### src/hw/tsc_pkg.sv
/*
  Shared constants for the touch converter serial link: control byte
  fields, power-down codes, channel codes and frame timing.
  Assumes both ends and the bench import it.
*/
package tsc_pkg;
  localparam int CMD_BITS      = 8;
  localparam int START_POS     = 7;
  localparam int CHAN_HI       = 6;
  localparam int CHAN_LO       = 4;
  localparam int RES_POS       = 3;
  localparam int REF_POS       = 2;
  localparam int PD_HI         = 1;
  localparam int PD_LO         = 0;
  localparam int RESULT_BITS   = 12;
  localparam int SHORT_BITS    = 8;
  localparam int ACQ_CLOCKS    = 3;
  localparam int FRAME_12      = 15;
  localparam int FRAME_8       = 11;
  localparam int FRAME_16      = 16;
  localparam logic [4:0] CNT_W0 = 5'h00;
  localparam logic [2:0] CHAN_Y    = 3'h1;
  localparam logic [2:0] CHAN_X    = 3'h5;
  localparam logic [2:0] CHAN_AUX  = 3'h2;
  localparam logic [2:0] CHAN_TOUCH = 3'h6;
  localparam logic [1:0] PD_AUTO_PEN = 2'h0;
  localparam logic [1:0] PD_AUTO     = 2'h1;
  localparam logic [1:0] PD_RESERVED = 2'h2;
  localparam logic [1:0] PD_ON       = 2'h3;
  localparam logic [7:0] CMD_RESET  = 8'h00;
  localparam logic [11:0] RESULT_RESET = 12'h000;
  localparam real LINK_PERIOD_NS = 160.0;
  localparam real MCLK_PERIOD_NS = 10.0;
  localparam int  HALF_DIV = int'(LINK_PERIOD_NS / MCLK_PERIOD_NS) / 2;
  localparam real HOLD_MAX_US = 1600.0;
  typedef enum logic [1:0] {
    ST_IDLE = 2'b00,
    ST_CMD  = 2'b01,
    ST_ACQ  = 2'b10,
    ST_CONV = 2'b11
  } tsc_state_e;
endpackage

### src/hw/tsc_link_if.sv
/*
  Serial link between host and converter: chip select, serial clock,
  command input and tri-state result output.
  Assumes the bench resolves the data output wire from its enable.
*/
`timescale 1ns/1ps
`default_nettype none
interface tsc_link_if;
  logic csN;
  logic serialClock;
  logic cmdData;
  logic resultData;
  logic resultOeN;
  modport device (input csN, input serialClock, input cmdData,
                  output resultData, output resultOeN);
  modport host (output csN, output serialClock, output cmdData,
                input resultData, input resultOeN);
endinterface
`default_nettype wire

### src/hw/tsc_sync2.sv
/*
  Two-stage synchroniser for a level from another domain.
  Assumes din is asynchronous to mclk.
*/
`timescale 1ns/1ps
`default_nettype none
module tsc_sync2 (
  // clock and reset
  input  wire logic mclk,
  input  wire logic nrst,
  // level
  input  wire logic din,
  output logic      dout
);
  logic stage1_reg;
  always_ff @(posedge mclk)
  begin
    if (!nrst)
    begin
      stage1_reg <= 1'b0;
      dout       <= 1'b0;
    end
    else
    begin
      stage1_reg <= din;
      dout       <= stage1_reg;
    end
  end
endmodule
`default_nettype wire

### src/hw/tsc_device.sv
/*
  Converter end of the serial link: command parsing, acquisition and
  conversion sequencing, result shifting, power-down and switch control.
  Assumes the analog value arrives as a parallel sample and the touch
  sense as a level; link pins are sampled on mclk.
*/
// Contract
// RL1 - command starts with high marker bit seven
// RL2 - ignore input bits until marker seen
// RL3 - bits six to four select channel
// RL4 - bit three low twelve, high eight bits
// RL5 - bit two high single ended reference
// RL6 - new command every 15th or 11th clock
// RL7 - code 11 keeps device fully powered
// RL8 - code 00 powers down, lower right on, pen
// RL9 - code 01 powers down, no pen, switch off
// RL10 - host never issues reserved code 10
// RL11 - next command overlaps result, sixteen clocks
// RL12 - host completes conversion within 1.6 ms
// RL13 - fifteen clock back to back framing sustained
// RL14 - results are unsigned straight binary
// RL15 - eight bit conversion ends four clocks earlier
// RL16 - switches on acquisition, differential also conversion
// RL17 - three acquisition clocks then result bits
// RL18 - touch channel powerdown reports all touch bits
// RL19 - output high impedance while select high
// RL20 - sample rising edges, shift falling, msb first
`timescale 1ns/1ps
`default_nettype none
module tsc_device
  import tsc_pkg::*;
(
  // clock and reset
  input  wire logic       mclk,
  input  wire logic       nrst,
  // link
  tsc_link_if.device      link,
  // analog side
  input  wire logic [11:0] sampleValue,
  input  wire logic        panelTouched,
  // status towards the analog side
  output logic [2:0]       channelSelect,
  output logic             referenceModeSelect,
  output logic [1:0]       powerdownSelect,
  output logic             switchesOn,
  output logic             lowerRightSwitch,
  output logic             penDetectEnable,
  output logic             powerDown,
  output logic             sampleHold,
  output logic             penTouchIrq
);
  logic       csN;
  logic       sclk;
  logic       din;
  logic       sclkPrev_reg;
  logic       rise;
  logic       fall;
  tsc_state_e state_reg;
  logic [2:0] bitCnt_reg;
  logic [5:0] cmd_reg;
  logic [7:0] fullCmd;
  logic       cmdDone;
  logic [3:0] outCnt_reg;
  logic [12:0] shift_reg;
  logic       converting;
  logic       touchPoll;

  tsc_sync2 uCs (.mclk(mclk), .nrst(nrst), .din(link.csN), .dout(csN));
  tsc_sync2 uClk (.mclk(mclk), .nrst(nrst), .din(link.serialClock), .dout(sclk));
  tsc_sync2 uDin (.mclk(mclk), .nrst(nrst), .din(link.cmdData), .dout(din));

  always_ff @(posedge mclk)
  begin
    if (!nrst)
      sclkPrev_reg <= 1'b0;
    else
      sclkPrev_reg <= sclk;
  end

  assign rise = sclk & ~sclkPrev_reg & ~csN; // [RL20]
  // falls stay live at deselect so a cut frame still drains its bit
  assign fall = ~sclk & sclkPrev_reg;
  assign converting = (state_reg == ST_CONV);
  // touch sense replaces the whole result word
  assign touchPoll = (channelSelect == CHAN_TOUCH)
                     && (powerdownSelect == PD_AUTO_PEN); // [RL18]
  // whole byte known at the rise carrying its last bit
  assign fullCmd = {1'b1, cmd_reg, din};
  assign cmdDone = rise && (state_reg == ST_ACQ)
                   && (bitCnt_reg == 3'(CMD_BITS - 1)); // [RL17]

  // command parse and sequencing on rising serial clock edges
  always_ff @(posedge mclk)
  begin
    if (!nrst)
    begin
      state_reg  <= ST_IDLE;
      bitCnt_reg <= 3'h0;
      cmd_reg    <= 6'h00;
    end
    else if (rise)
    begin
      // a new start bit may arrive during conversion: overlapped framing
      if (din && state_reg != ST_CMD && state_reg != ST_ACQ) // [RL1] [RL2] [RL6] [RL11] [RL13]
      begin
        state_reg  <= ST_CMD;
        bitCnt_reg <= 3'h1;
      end
      else
      begin
        case (state_reg)
          ST_IDLE:
            state_reg <= ST_IDLE; // [RL2]
          ST_CMD:
          begin
            cmd_reg    <= {cmd_reg[4:0], din};
            bitCnt_reg <= bitCnt_reg + 3'h1;
            if (bitCnt_reg == 3'(CMD_BITS - ACQ_CLOCKS - 1))
              state_reg <= ST_ACQ; // [RL17]
          end
          ST_ACQ:
          begin
            cmd_reg    <= {cmd_reg[4:0], din};
            bitCnt_reg <= bitCnt_reg + 3'h1;
            if (cmdDone)
              state_reg <= ST_CONV; // [RL16] [RL17]
          end
          ST_CONV:
          begin
            // result drained: rest until the next start bit
            if (outCnt_reg == 4'h0)
              state_reg <= ST_IDLE;
          end
          default:
            state_reg <= ST_IDLE;
        endcase
      end
    end
  end

  // configuration fields once the byte is known
  always_ff @(posedge mclk)
  begin
    if (!nrst)
    begin
      channelSelect       <= 3'h0;
      referenceModeSelect <= 1'b1;
      powerdownSelect     <= PD_AUTO_PEN;
    end
    else if (cmdDone)
    begin
      channelSelect       <= fullCmd[CHAN_HI:CHAN_LO]; // [RL3]
      referenceModeSelect <= fullCmd[REF_POS]; // [RL5]
      powerdownSelect     <= fullCmd[PD_HI:PD_LO]; // [RL7] [RL8] [RL9]
    end
  end

  // result shifter: sample loaded at hold, msb out on falling edges
  always_ff @(posedge mclk)
  begin
    if (!nrst)
    begin
      shift_reg  <= 13'h0000;
      outCnt_reg <= 4'h0;
    end
    else if (cmdDone)
    begin
      // one idle bit ahead of the msb, then the word
      shift_reg  <= {1'b0, sampleValue}; // [RL14]
      outCnt_reg <= fullCmd[RES_POS] ? 4'(SHORT_BITS + 1) : 4'(RESULT_BITS + 1); // [RL4] [RL15]
    end
    else if (fall && outCnt_reg != 4'h0)
    begin
      // keeps draining after a new start bit: overlapped framing
      shift_reg  <= {shift_reg[11:0], 1'b0}; // [RL11] [RL20]
      outCnt_reg <= outCnt_reg - 4'h1;
    end
  end

  // analog side controls
  always_ff @(posedge mclk)
  begin
    if (!nrst)
    begin
      switchesOn       <= 1'b0;
      sampleHold       <= 1'b0;
      powerDown        <= 1'b1;
      lowerRightSwitch <= 1'b0;
      penDetectEnable  <= 1'b0;
    end
    else
    begin
      switchesOn <= (state_reg == ST_ACQ)
                    || (converting && !referenceModeSelect); // [RL16]
      sampleHold <= converting;
      powerDown  <= (state_reg == ST_IDLE) && (powerdownSelect != PD_ON); // [RL7] [RL8] [RL9]
      lowerRightSwitch <= (state_reg == ST_IDLE) && (powerdownSelect == PD_AUTO_PEN); // [RL8]
      penDetectEnable  <= (powerdownSelect == PD_AUTO_PEN); // [RL8] [RL9] [RL10]
    end
  end

  // pen level and data pin
  always_ff @(posedge mclk)
  begin
    if (!nrst)
    begin
      penTouchIrq     <= 1'b0;
      link.resultData <= 1'b0;
      link.resultOeN  <= 1'b1;
    end
    else
    begin
      penTouchIrq    <= penDetectEnable && powerDown && panelTouched;
      link.resultOeN <= csN; // [RL19]
      // pin moves only after a link clock fall
      if (fall)
      begin
        if (touchPoll)
          link.resultData <= panelTouched; // [RL18]
        else if (outCnt_reg != 4'h0)
          link.resultData <= shift_reg[12]; // [RL20]
        else
          link.resultData <= 1'b0; // [RL17]
      end
    end
  end
endmodule
`default_nettype wire

### src/flat_wrapper.sv
// flat-port wrapper written by rule: the top's interface ports become plain ports
module tsc_device_flat import tsc_pkg::*;
  (mclk, nrst, sampleValue, panelTouched, channelSelect, referenceModeSelect, powerdownSelect, switchesOn, lowerRightSwitch, penDetectEnable, powerDown, sampleHold, penTouchIrq, link_csN, link_serialClock, link_cmdData, link_resultData, link_resultOeN);
  tsc_link_if link_i ();
  input  wire logic mclk;
  input  wire logic nrst;
  input  wire logic [11:0] sampleValue;
  input  wire logic panelTouched;
  output logic [2:0] channelSelect;
  output logic referenceModeSelect;
  output logic [1:0] powerdownSelect;
  output logic switchesOn;
  output logic lowerRightSwitch;
  output logic penDetectEnable;
  output logic powerDown;
  output logic sampleHold;
  output logic penTouchIrq;
  input wire logic [$bits(link_i.csN)-1:0] link_csN;
  input wire logic [$bits(link_i.serialClock)-1:0] link_serialClock;
  input wire logic [$bits(link_i.cmdData)-1:0] link_cmdData;
  output wire logic [$bits(link_i.resultData)-1:0] link_resultData;
  output wire logic [$bits(link_i.resultOeN)-1:0] link_resultOeN;
  assign link_i.csN = link_csN;
  assign link_i.serialClock = link_serialClock;
  assign link_i.cmdData = link_cmdData;
  assign link_resultData = link_i.resultData;
  assign link_resultOeN = link_i.resultOeN;
  tsc_device u_core (.mclk(mclk), .nrst(nrst), .link(link_i), .sampleValue(sampleValue), .panelTouched(panelTouched), .channelSelect(channelSelect), .referenceModeSelect(referenceModeSelect), .powerdownSelect(powerdownSelect), .switchesOn(switchesOn), .lowerRightSwitch(lowerRightSwitch), .penDetectEnable(penDetectEnable), .powerDown(powerDown), .sampleHold(sampleHold), .penTouchIrq(penTouchIrq));
endmodule
### config.mk
export PLATFORM = sky130hd
export DESIGN_NAME = tsc_device_flat
export DESIGN_NICKNAME = d
export VERILOG_FILES = /design/src/hw/tsc_pkg.sv /design/src/hw/tsc_link_if.sv /design/src/hw/tsc_sync2.sv /design/src/hw/tsc_device.sv /design/src/flat_wrapper.sv
export SDC_FILE = /design/constraint.sdc
export NUM_CORES = 1
export LEC_CHECK = 0
export BUFFER_PORTS_ARGS = -buffer_cell sky130_fd_sc_hd__buf_2
export CAP_MARGIN = 20
export CORE_MARGIN = 1
export CORE_UTILIZATION = 31
export DETAILED_ROUTE_END_ITERATION = 7
export SLEW_MARGIN = 20
export SYNTH_ARGS = -nofsm -noshare
export SYNTH_HDL_FRONTEND = slang
export SYNTH_SLANG_ARGS = --single-unit
### constraint.sdc
create_clock -name mclk -period 3.7 [get_ports mclk]
set_clock_uncertainty 0.05 [all_clocks]
set_input_delay 0.555 -clock mclk [delete_from_list [all_inputs] [get_ports mclk]]
set_output_delay 0.555 -clock mclk [all_outputs]
set_load 0.03 [all_outputs]
==> tab_implementation.tex <==
\begin{tabular}{lr}
\hline
Metric & Value \\
\hline
\multicolumn{2}{l}{\textbf{Run status}} \\
\quad Result of the run & finished, final reports clean \\
\multicolumn{2}{l}{\textbf{GRT}} \\
\quad Global-route wire length before repair & $\sim$6900 um \\
\quad Global-route usage over all layers & 0.125 \\
\quad Number of antenna violations at the first check in global routing & 0 \\
\quad Leftover overflow at the end of global routing & 0 \\
\quad Via count of the first global-routing pass & between 1000 and 1500 \\
\quad Maximum number of pins on one net before global-route repair & 52 \\
\multicolumn{2}{l}{\textbf{STA}} \\
\quad Worst slack on hold paths & 389 ps \\
\quad Final-layout setup total negative slack & 0 ps \\
\quad Worst Tran Pin Value & 969 ps \\
\quad Worst slew margin relative to its limit & 0.354 \\
\quad Total of endpoints with negative setup slack in the final report & 0 \\
\quad Setup ws final & 1580 ps \\
\quad Unrepaired setup endpoints after global routing & false \\
\quad Time the final worst path needs with I/O delays and setup & $\sim$2100 ps \\
\quad Highest achievable clock rate & 0.471 GHz \\
\quad Final period utilization & 0.574 \\
\quad Final hold violation count & 0 \\
\quad Number of pins exceeding their max-slew limit in the final report & 0 \\
\multicolumn{2}{l}{\textbf{CTS}} \\
\quad Worst-case clock buffer depth & 2 \\
\quad Number of buffers created by CTS & 5 \\
\quad TritonCTS clock tree & built \\
\quad CTS HTree Levels & 2 \\
\quad Postcts setup bufs & 0 \\
\quad Total clock sinks & a little under 50 \\
\quad Post-CTS Hold Buffers & 0 \\
\quad Register clock-pin slew on the reported worst setup and hold paths & roughly 90 ps \\
\quad Insertion delay to the later sink of the worst-skew pair & approximately 300 ps \\
\quad Resize count post-CTS & 0 \\
\quad Clock root cell & sky130\_fd\_sc\_hd\_\_clkbuf\_8 \\
\multicolumn{2}{l}{\textbf{Placement}} \\
\quad Number of placed instances with taps included & about 320 \\
\quad Count of buffers inserted at the top-level ports & 31 \\
\quad Final weighted congestion in routability-driven placement & 0.707 \\
\quad Placed cell area & roughly 2200 um2 \\
\quad Post-DP HPWL & 2820 um \\
\quad Place WS & roughly 1600 ps \\
\multicolumn{2}{l}{\textbf{Layout}} \\
\quad Utilization after layout & 0.365 \\
\quad Area growth from synthesis to layout & 13.7\% \\
\quad Final Net Count & 272 \\
\quad FILL cells & 669 \\
\quad Number of flip-flops under the largest register name & 13 \\
\quad Number of antenna repair diodes & 0 \\
\quad Share of post-route cells with drive strength above 1 & 0.178 \\
\quad Final Instance Count excl. Fillers & approximately 320 \\
\quad Final standard cell area without fillers & roughly 2300 um2 \\
\multicolumn{2}{l}{\textbf{Synth}} \\
\quad Post-synth top area cell & sky130\_fd\_sc\_hd\_\_dfxtp\_1 \\
\quad Total of flip-flops plus latches after synthesis & just under 50 \\
\quad Average cell area after synthesis & 9.21 um2 \\
\quad Count of distinct cell types in the synthesized netlist & 39 \\
\quad Mapped Area & a little over 2000 um2 \\
\quad Sequential fraction of the synthesis area & 0.484 \\
\quad Number of nets produced by synthesis & roughly 250 \\
\quad Number of cells produced by synthesis & 220 \\
\quad Top cells by area, synth & sky130\_fd\_sc\_hd\_\_dfxtp\_1 (48\%), sky130\_fd\_sc\_hd\_\_nand2\_1 (9.6\%), sky130\_fd\_sc\_hd\_\_a21boi\_0 (5.2\%) \\
\quad YS warnings & 0 \\
\quad Main synth FF type & sky130\_fd\_sc\_hd\_\_dfxtp\_1 \\
\quad Number of enable-type register cells in the synthesized netlist & 0 \\
\quad Area share of the largest cell type after synthesis & 0.484 \\
\quad Proportion of synthesized flip-flops having asynchronous set or reset & 0 \\
\multicolumn{2}{l}{\textbf{Setup path}} \\
\quad Destination of the worst register-to-register timing path & u\_core.shift\_reg[11] \\
\quad Crit path max fanout & 11 \\
\quad Setup crit end kind & register \\
\quad Setup slack, reg-to-reg & approximately 1600 ps \\
\quad CP Data Required Time & a little under 4000 ps \\
\quad Slowest cell delay on critical path & 730 ps \\
\quad Worst Setup Start Kind & register \\
\quad Slowest stage cell on the critical path & sky130\_fd\_sc\_hd\_\_a32oi\_1 \\
\quad Crit Path Category & reg -> reg \\
\quad Reg2Reg Launch Point & u\_core.outCnt\_reg[0] \\
\quad CP Cell Sequence & inv\_1, ha\_1, or3b\_4, a32oi\_1, nand2\_1, a21boi\_1 \\
\quad Worst Reg2Reg Path Length in Cells & 6 \\
\quad Critical path data arrival time & 2310 ps \\
\multicolumn{2}{l}{\textbf{Floorplanning}} \\
\quad Initial Utilization & 0.321 \\
\quad Area inside the core boundary & between 6000 and 7000 um2 \\
\quad Overall die width & between 80 and 90 um \\
\quad Ports placed on the boundary & 32 \\
\quad Num rows & 29 \\
\quad Die Span Y & between 80 and 90 um \\
\quad Die footprint & between 6000 and 7000 um2 \\
\multicolumn{2}{l}{\textbf{Drt}} \\
\quad Drt initial violations & 117 \\
\quad Routed wirelength normalized by instance count & approximately 13 um \\
\quad Total wire length & a little over 4000 um \\
\quad Number of antenna-violating nets in the routed design & 0 \\
\quad TritonRoute pass-1 iters & 4 \\
\quad DRC violation count after routing & 0 \\
\quad DR vias/cell & 4.79 \\
\quad Number of vias after detailed routing & 1552 \\
\multicolumn{2}{l}{\textbf{Worst hold path}} \\
\quad Hold Path Depth & 1 \\
\quad Source of the worst hold timing path & u\_core.uDin.stage1\_reg \\
\quad WHS Endpoint & u\_core.uDin.dout \\
\quad Class of the most critical hold timing path & reg -> reg \\
\multicolumn{2}{l}{\textbf{Flow run}} \\
\quad Total of max-cap violations & 0 \\
\multicolumn{2}{l}{\textbf{Pwr}} \\
\quad Worst-case vdd ir drop & about 0.13 mV \\
\quad Static leakage & roughly 0.9 nW \\
\quad Power density cells & $\sim$400 nW/um2 \\
\quad Overall power after layout & approximately 0.91 mW \\
\hline
\end{tabular}
per-layer routing:
metal	up-vias	part of all wire	wire (um)	track usage
met3	6	0.037	151	0.0358
li1	797	-	-	-
met1	727	0.48	1950	0.159
met5	-	0	0	0
met2	22	0.47	1920	0.201
met4	0	0.014	55	0.0423
worst max path at each step:
stage / from / slack (ps) / endpoint
after floorplan: u_core.state_reg[0] / 1880 / u_core.bitCnt_reg[1]
after global placement: u_core.outCnt_reg[0] / 1660 / u_core.shift_reg[5]
after detailed placement: u_core.outCnt_reg[0] / 1560 / u_core.shift_reg[6]
after CTS: u_core.outCnt_reg[0] / 1550 / u_core.shift_reg[3]
after global routing: u_core.outCnt_reg[1] / 1310 / u_core.shift_reg[4]
final: u_core.outCnt_reg[0] / 1580 / u_core.shift_reg[11]
final cells by class:
| type | instances | area, um2 | share of cell area |
|---|---|---|---|
| flip-flops and latches | 49 | 981 | 0.426 |
| clock inverters | 1 | 5.00 | 0.00217 |
| repair buffers | 31 | 155 | 0.0673 |
| clock buffers | 7 | 96.3 | 0.0418 |
| inverters | 8 | 30.0 | 0.0130 |
| well taps | 77 | 96.3 | 0.0418 |
| multi-input cells | 151 | 941 | 0.408 |
where the power goes:
part / total, mW / switching [mW] / internal (mW)
Combinational: 0.0389 / 0.0215 / 0.0174
Clock: 0.337 / 0.168 / 0.169
Sequential: 0.536 / 0.00240 / 0.533
Total: 0.912 / 0.192 / 0.720
cells by family (layout without fill, tap and decap cells):
family / Yosys count / in the layout / synth area share
adders and majority gates: 8 / 8 / 0.0494
xor gates and xnor gates: 1 / 1 / 0.00432
DFF: 49 / 49 / 0.484
AOI/OAI and AO/OA: 50 / 50 / 0.177
buffers and inverters: 20 / 47 / 0.0518
and+or+nand+nor: 88 / 88 / 0.214
muxes: 4 / 4 / 0.0198
critical path: cells and delay by family, from the launching register on:
family	cells	cell delay (ps)
buffers and inverters	1	60
and+or+nand+nor	2	550
adders and majority gates	1	160
AOI/OAI and AO/OA	2	890
DFF	1	340
cells in the mapped netlist (2+ instances only):
cell / number
sky130_fd_sc_hd__inv_1: 8
sky130_fd_sc_hd__a21oi_1: 5
sky130_fd_sc_hd__nor2b_1: 4
sky130_fd_sc_hd__and2_1: 9
sky130_fd_sc_hd__mux2i_1: 4
sky130_fd_sc_hd__buf_4: 3
sky130_fd_sc_hd__a21boi_0: 14
sky130_fd_sc_hd__nand3_1: 6
sky130_fd_sc_hd__and3_1: 4
sky130_fd_sc_hd__dfxtp_1: 49
sky130_fd_sc_hd__a21boi_1: 7
sky130_fd_sc_hd__or3b_4: 2
sky130_fd_sc_hd__o21ai_0: 4
sky130_fd_sc_hd__ha_1: 8
sky130_fd_sc_hd__a22oi_1: 12
sky130_fd_sc_hd__clkbuf_1: 6
sky130_fd_sc_hd__nand2_1: 52
sky130_fd_sc_hd__nor2_1: 2
layout by cell type (no fill, tap or decap), drive strengths merged, types with 2 or more instances in the layout:
| cell type | count |
|---|---|
| nor2 | 2 |
| and2 | 11 |
| nor3b | 2 |
| o21ai | 4 |
| inv | 8 |
| a22oi | 12 |
| nand3 | 6 |
| or3b | 2 |
| a21boi | 21 |
| nor2b | 4 |
| mux2i | 4 |
| clkbuf | 7 |
| dfxtp | 49 |
| buf | 31 |
| and3 | 4 |
| a21oi | 5 |
| nand2 | 52 |
| ha | 8 |
Note: power is estimated with default switching activity, not from simulation.
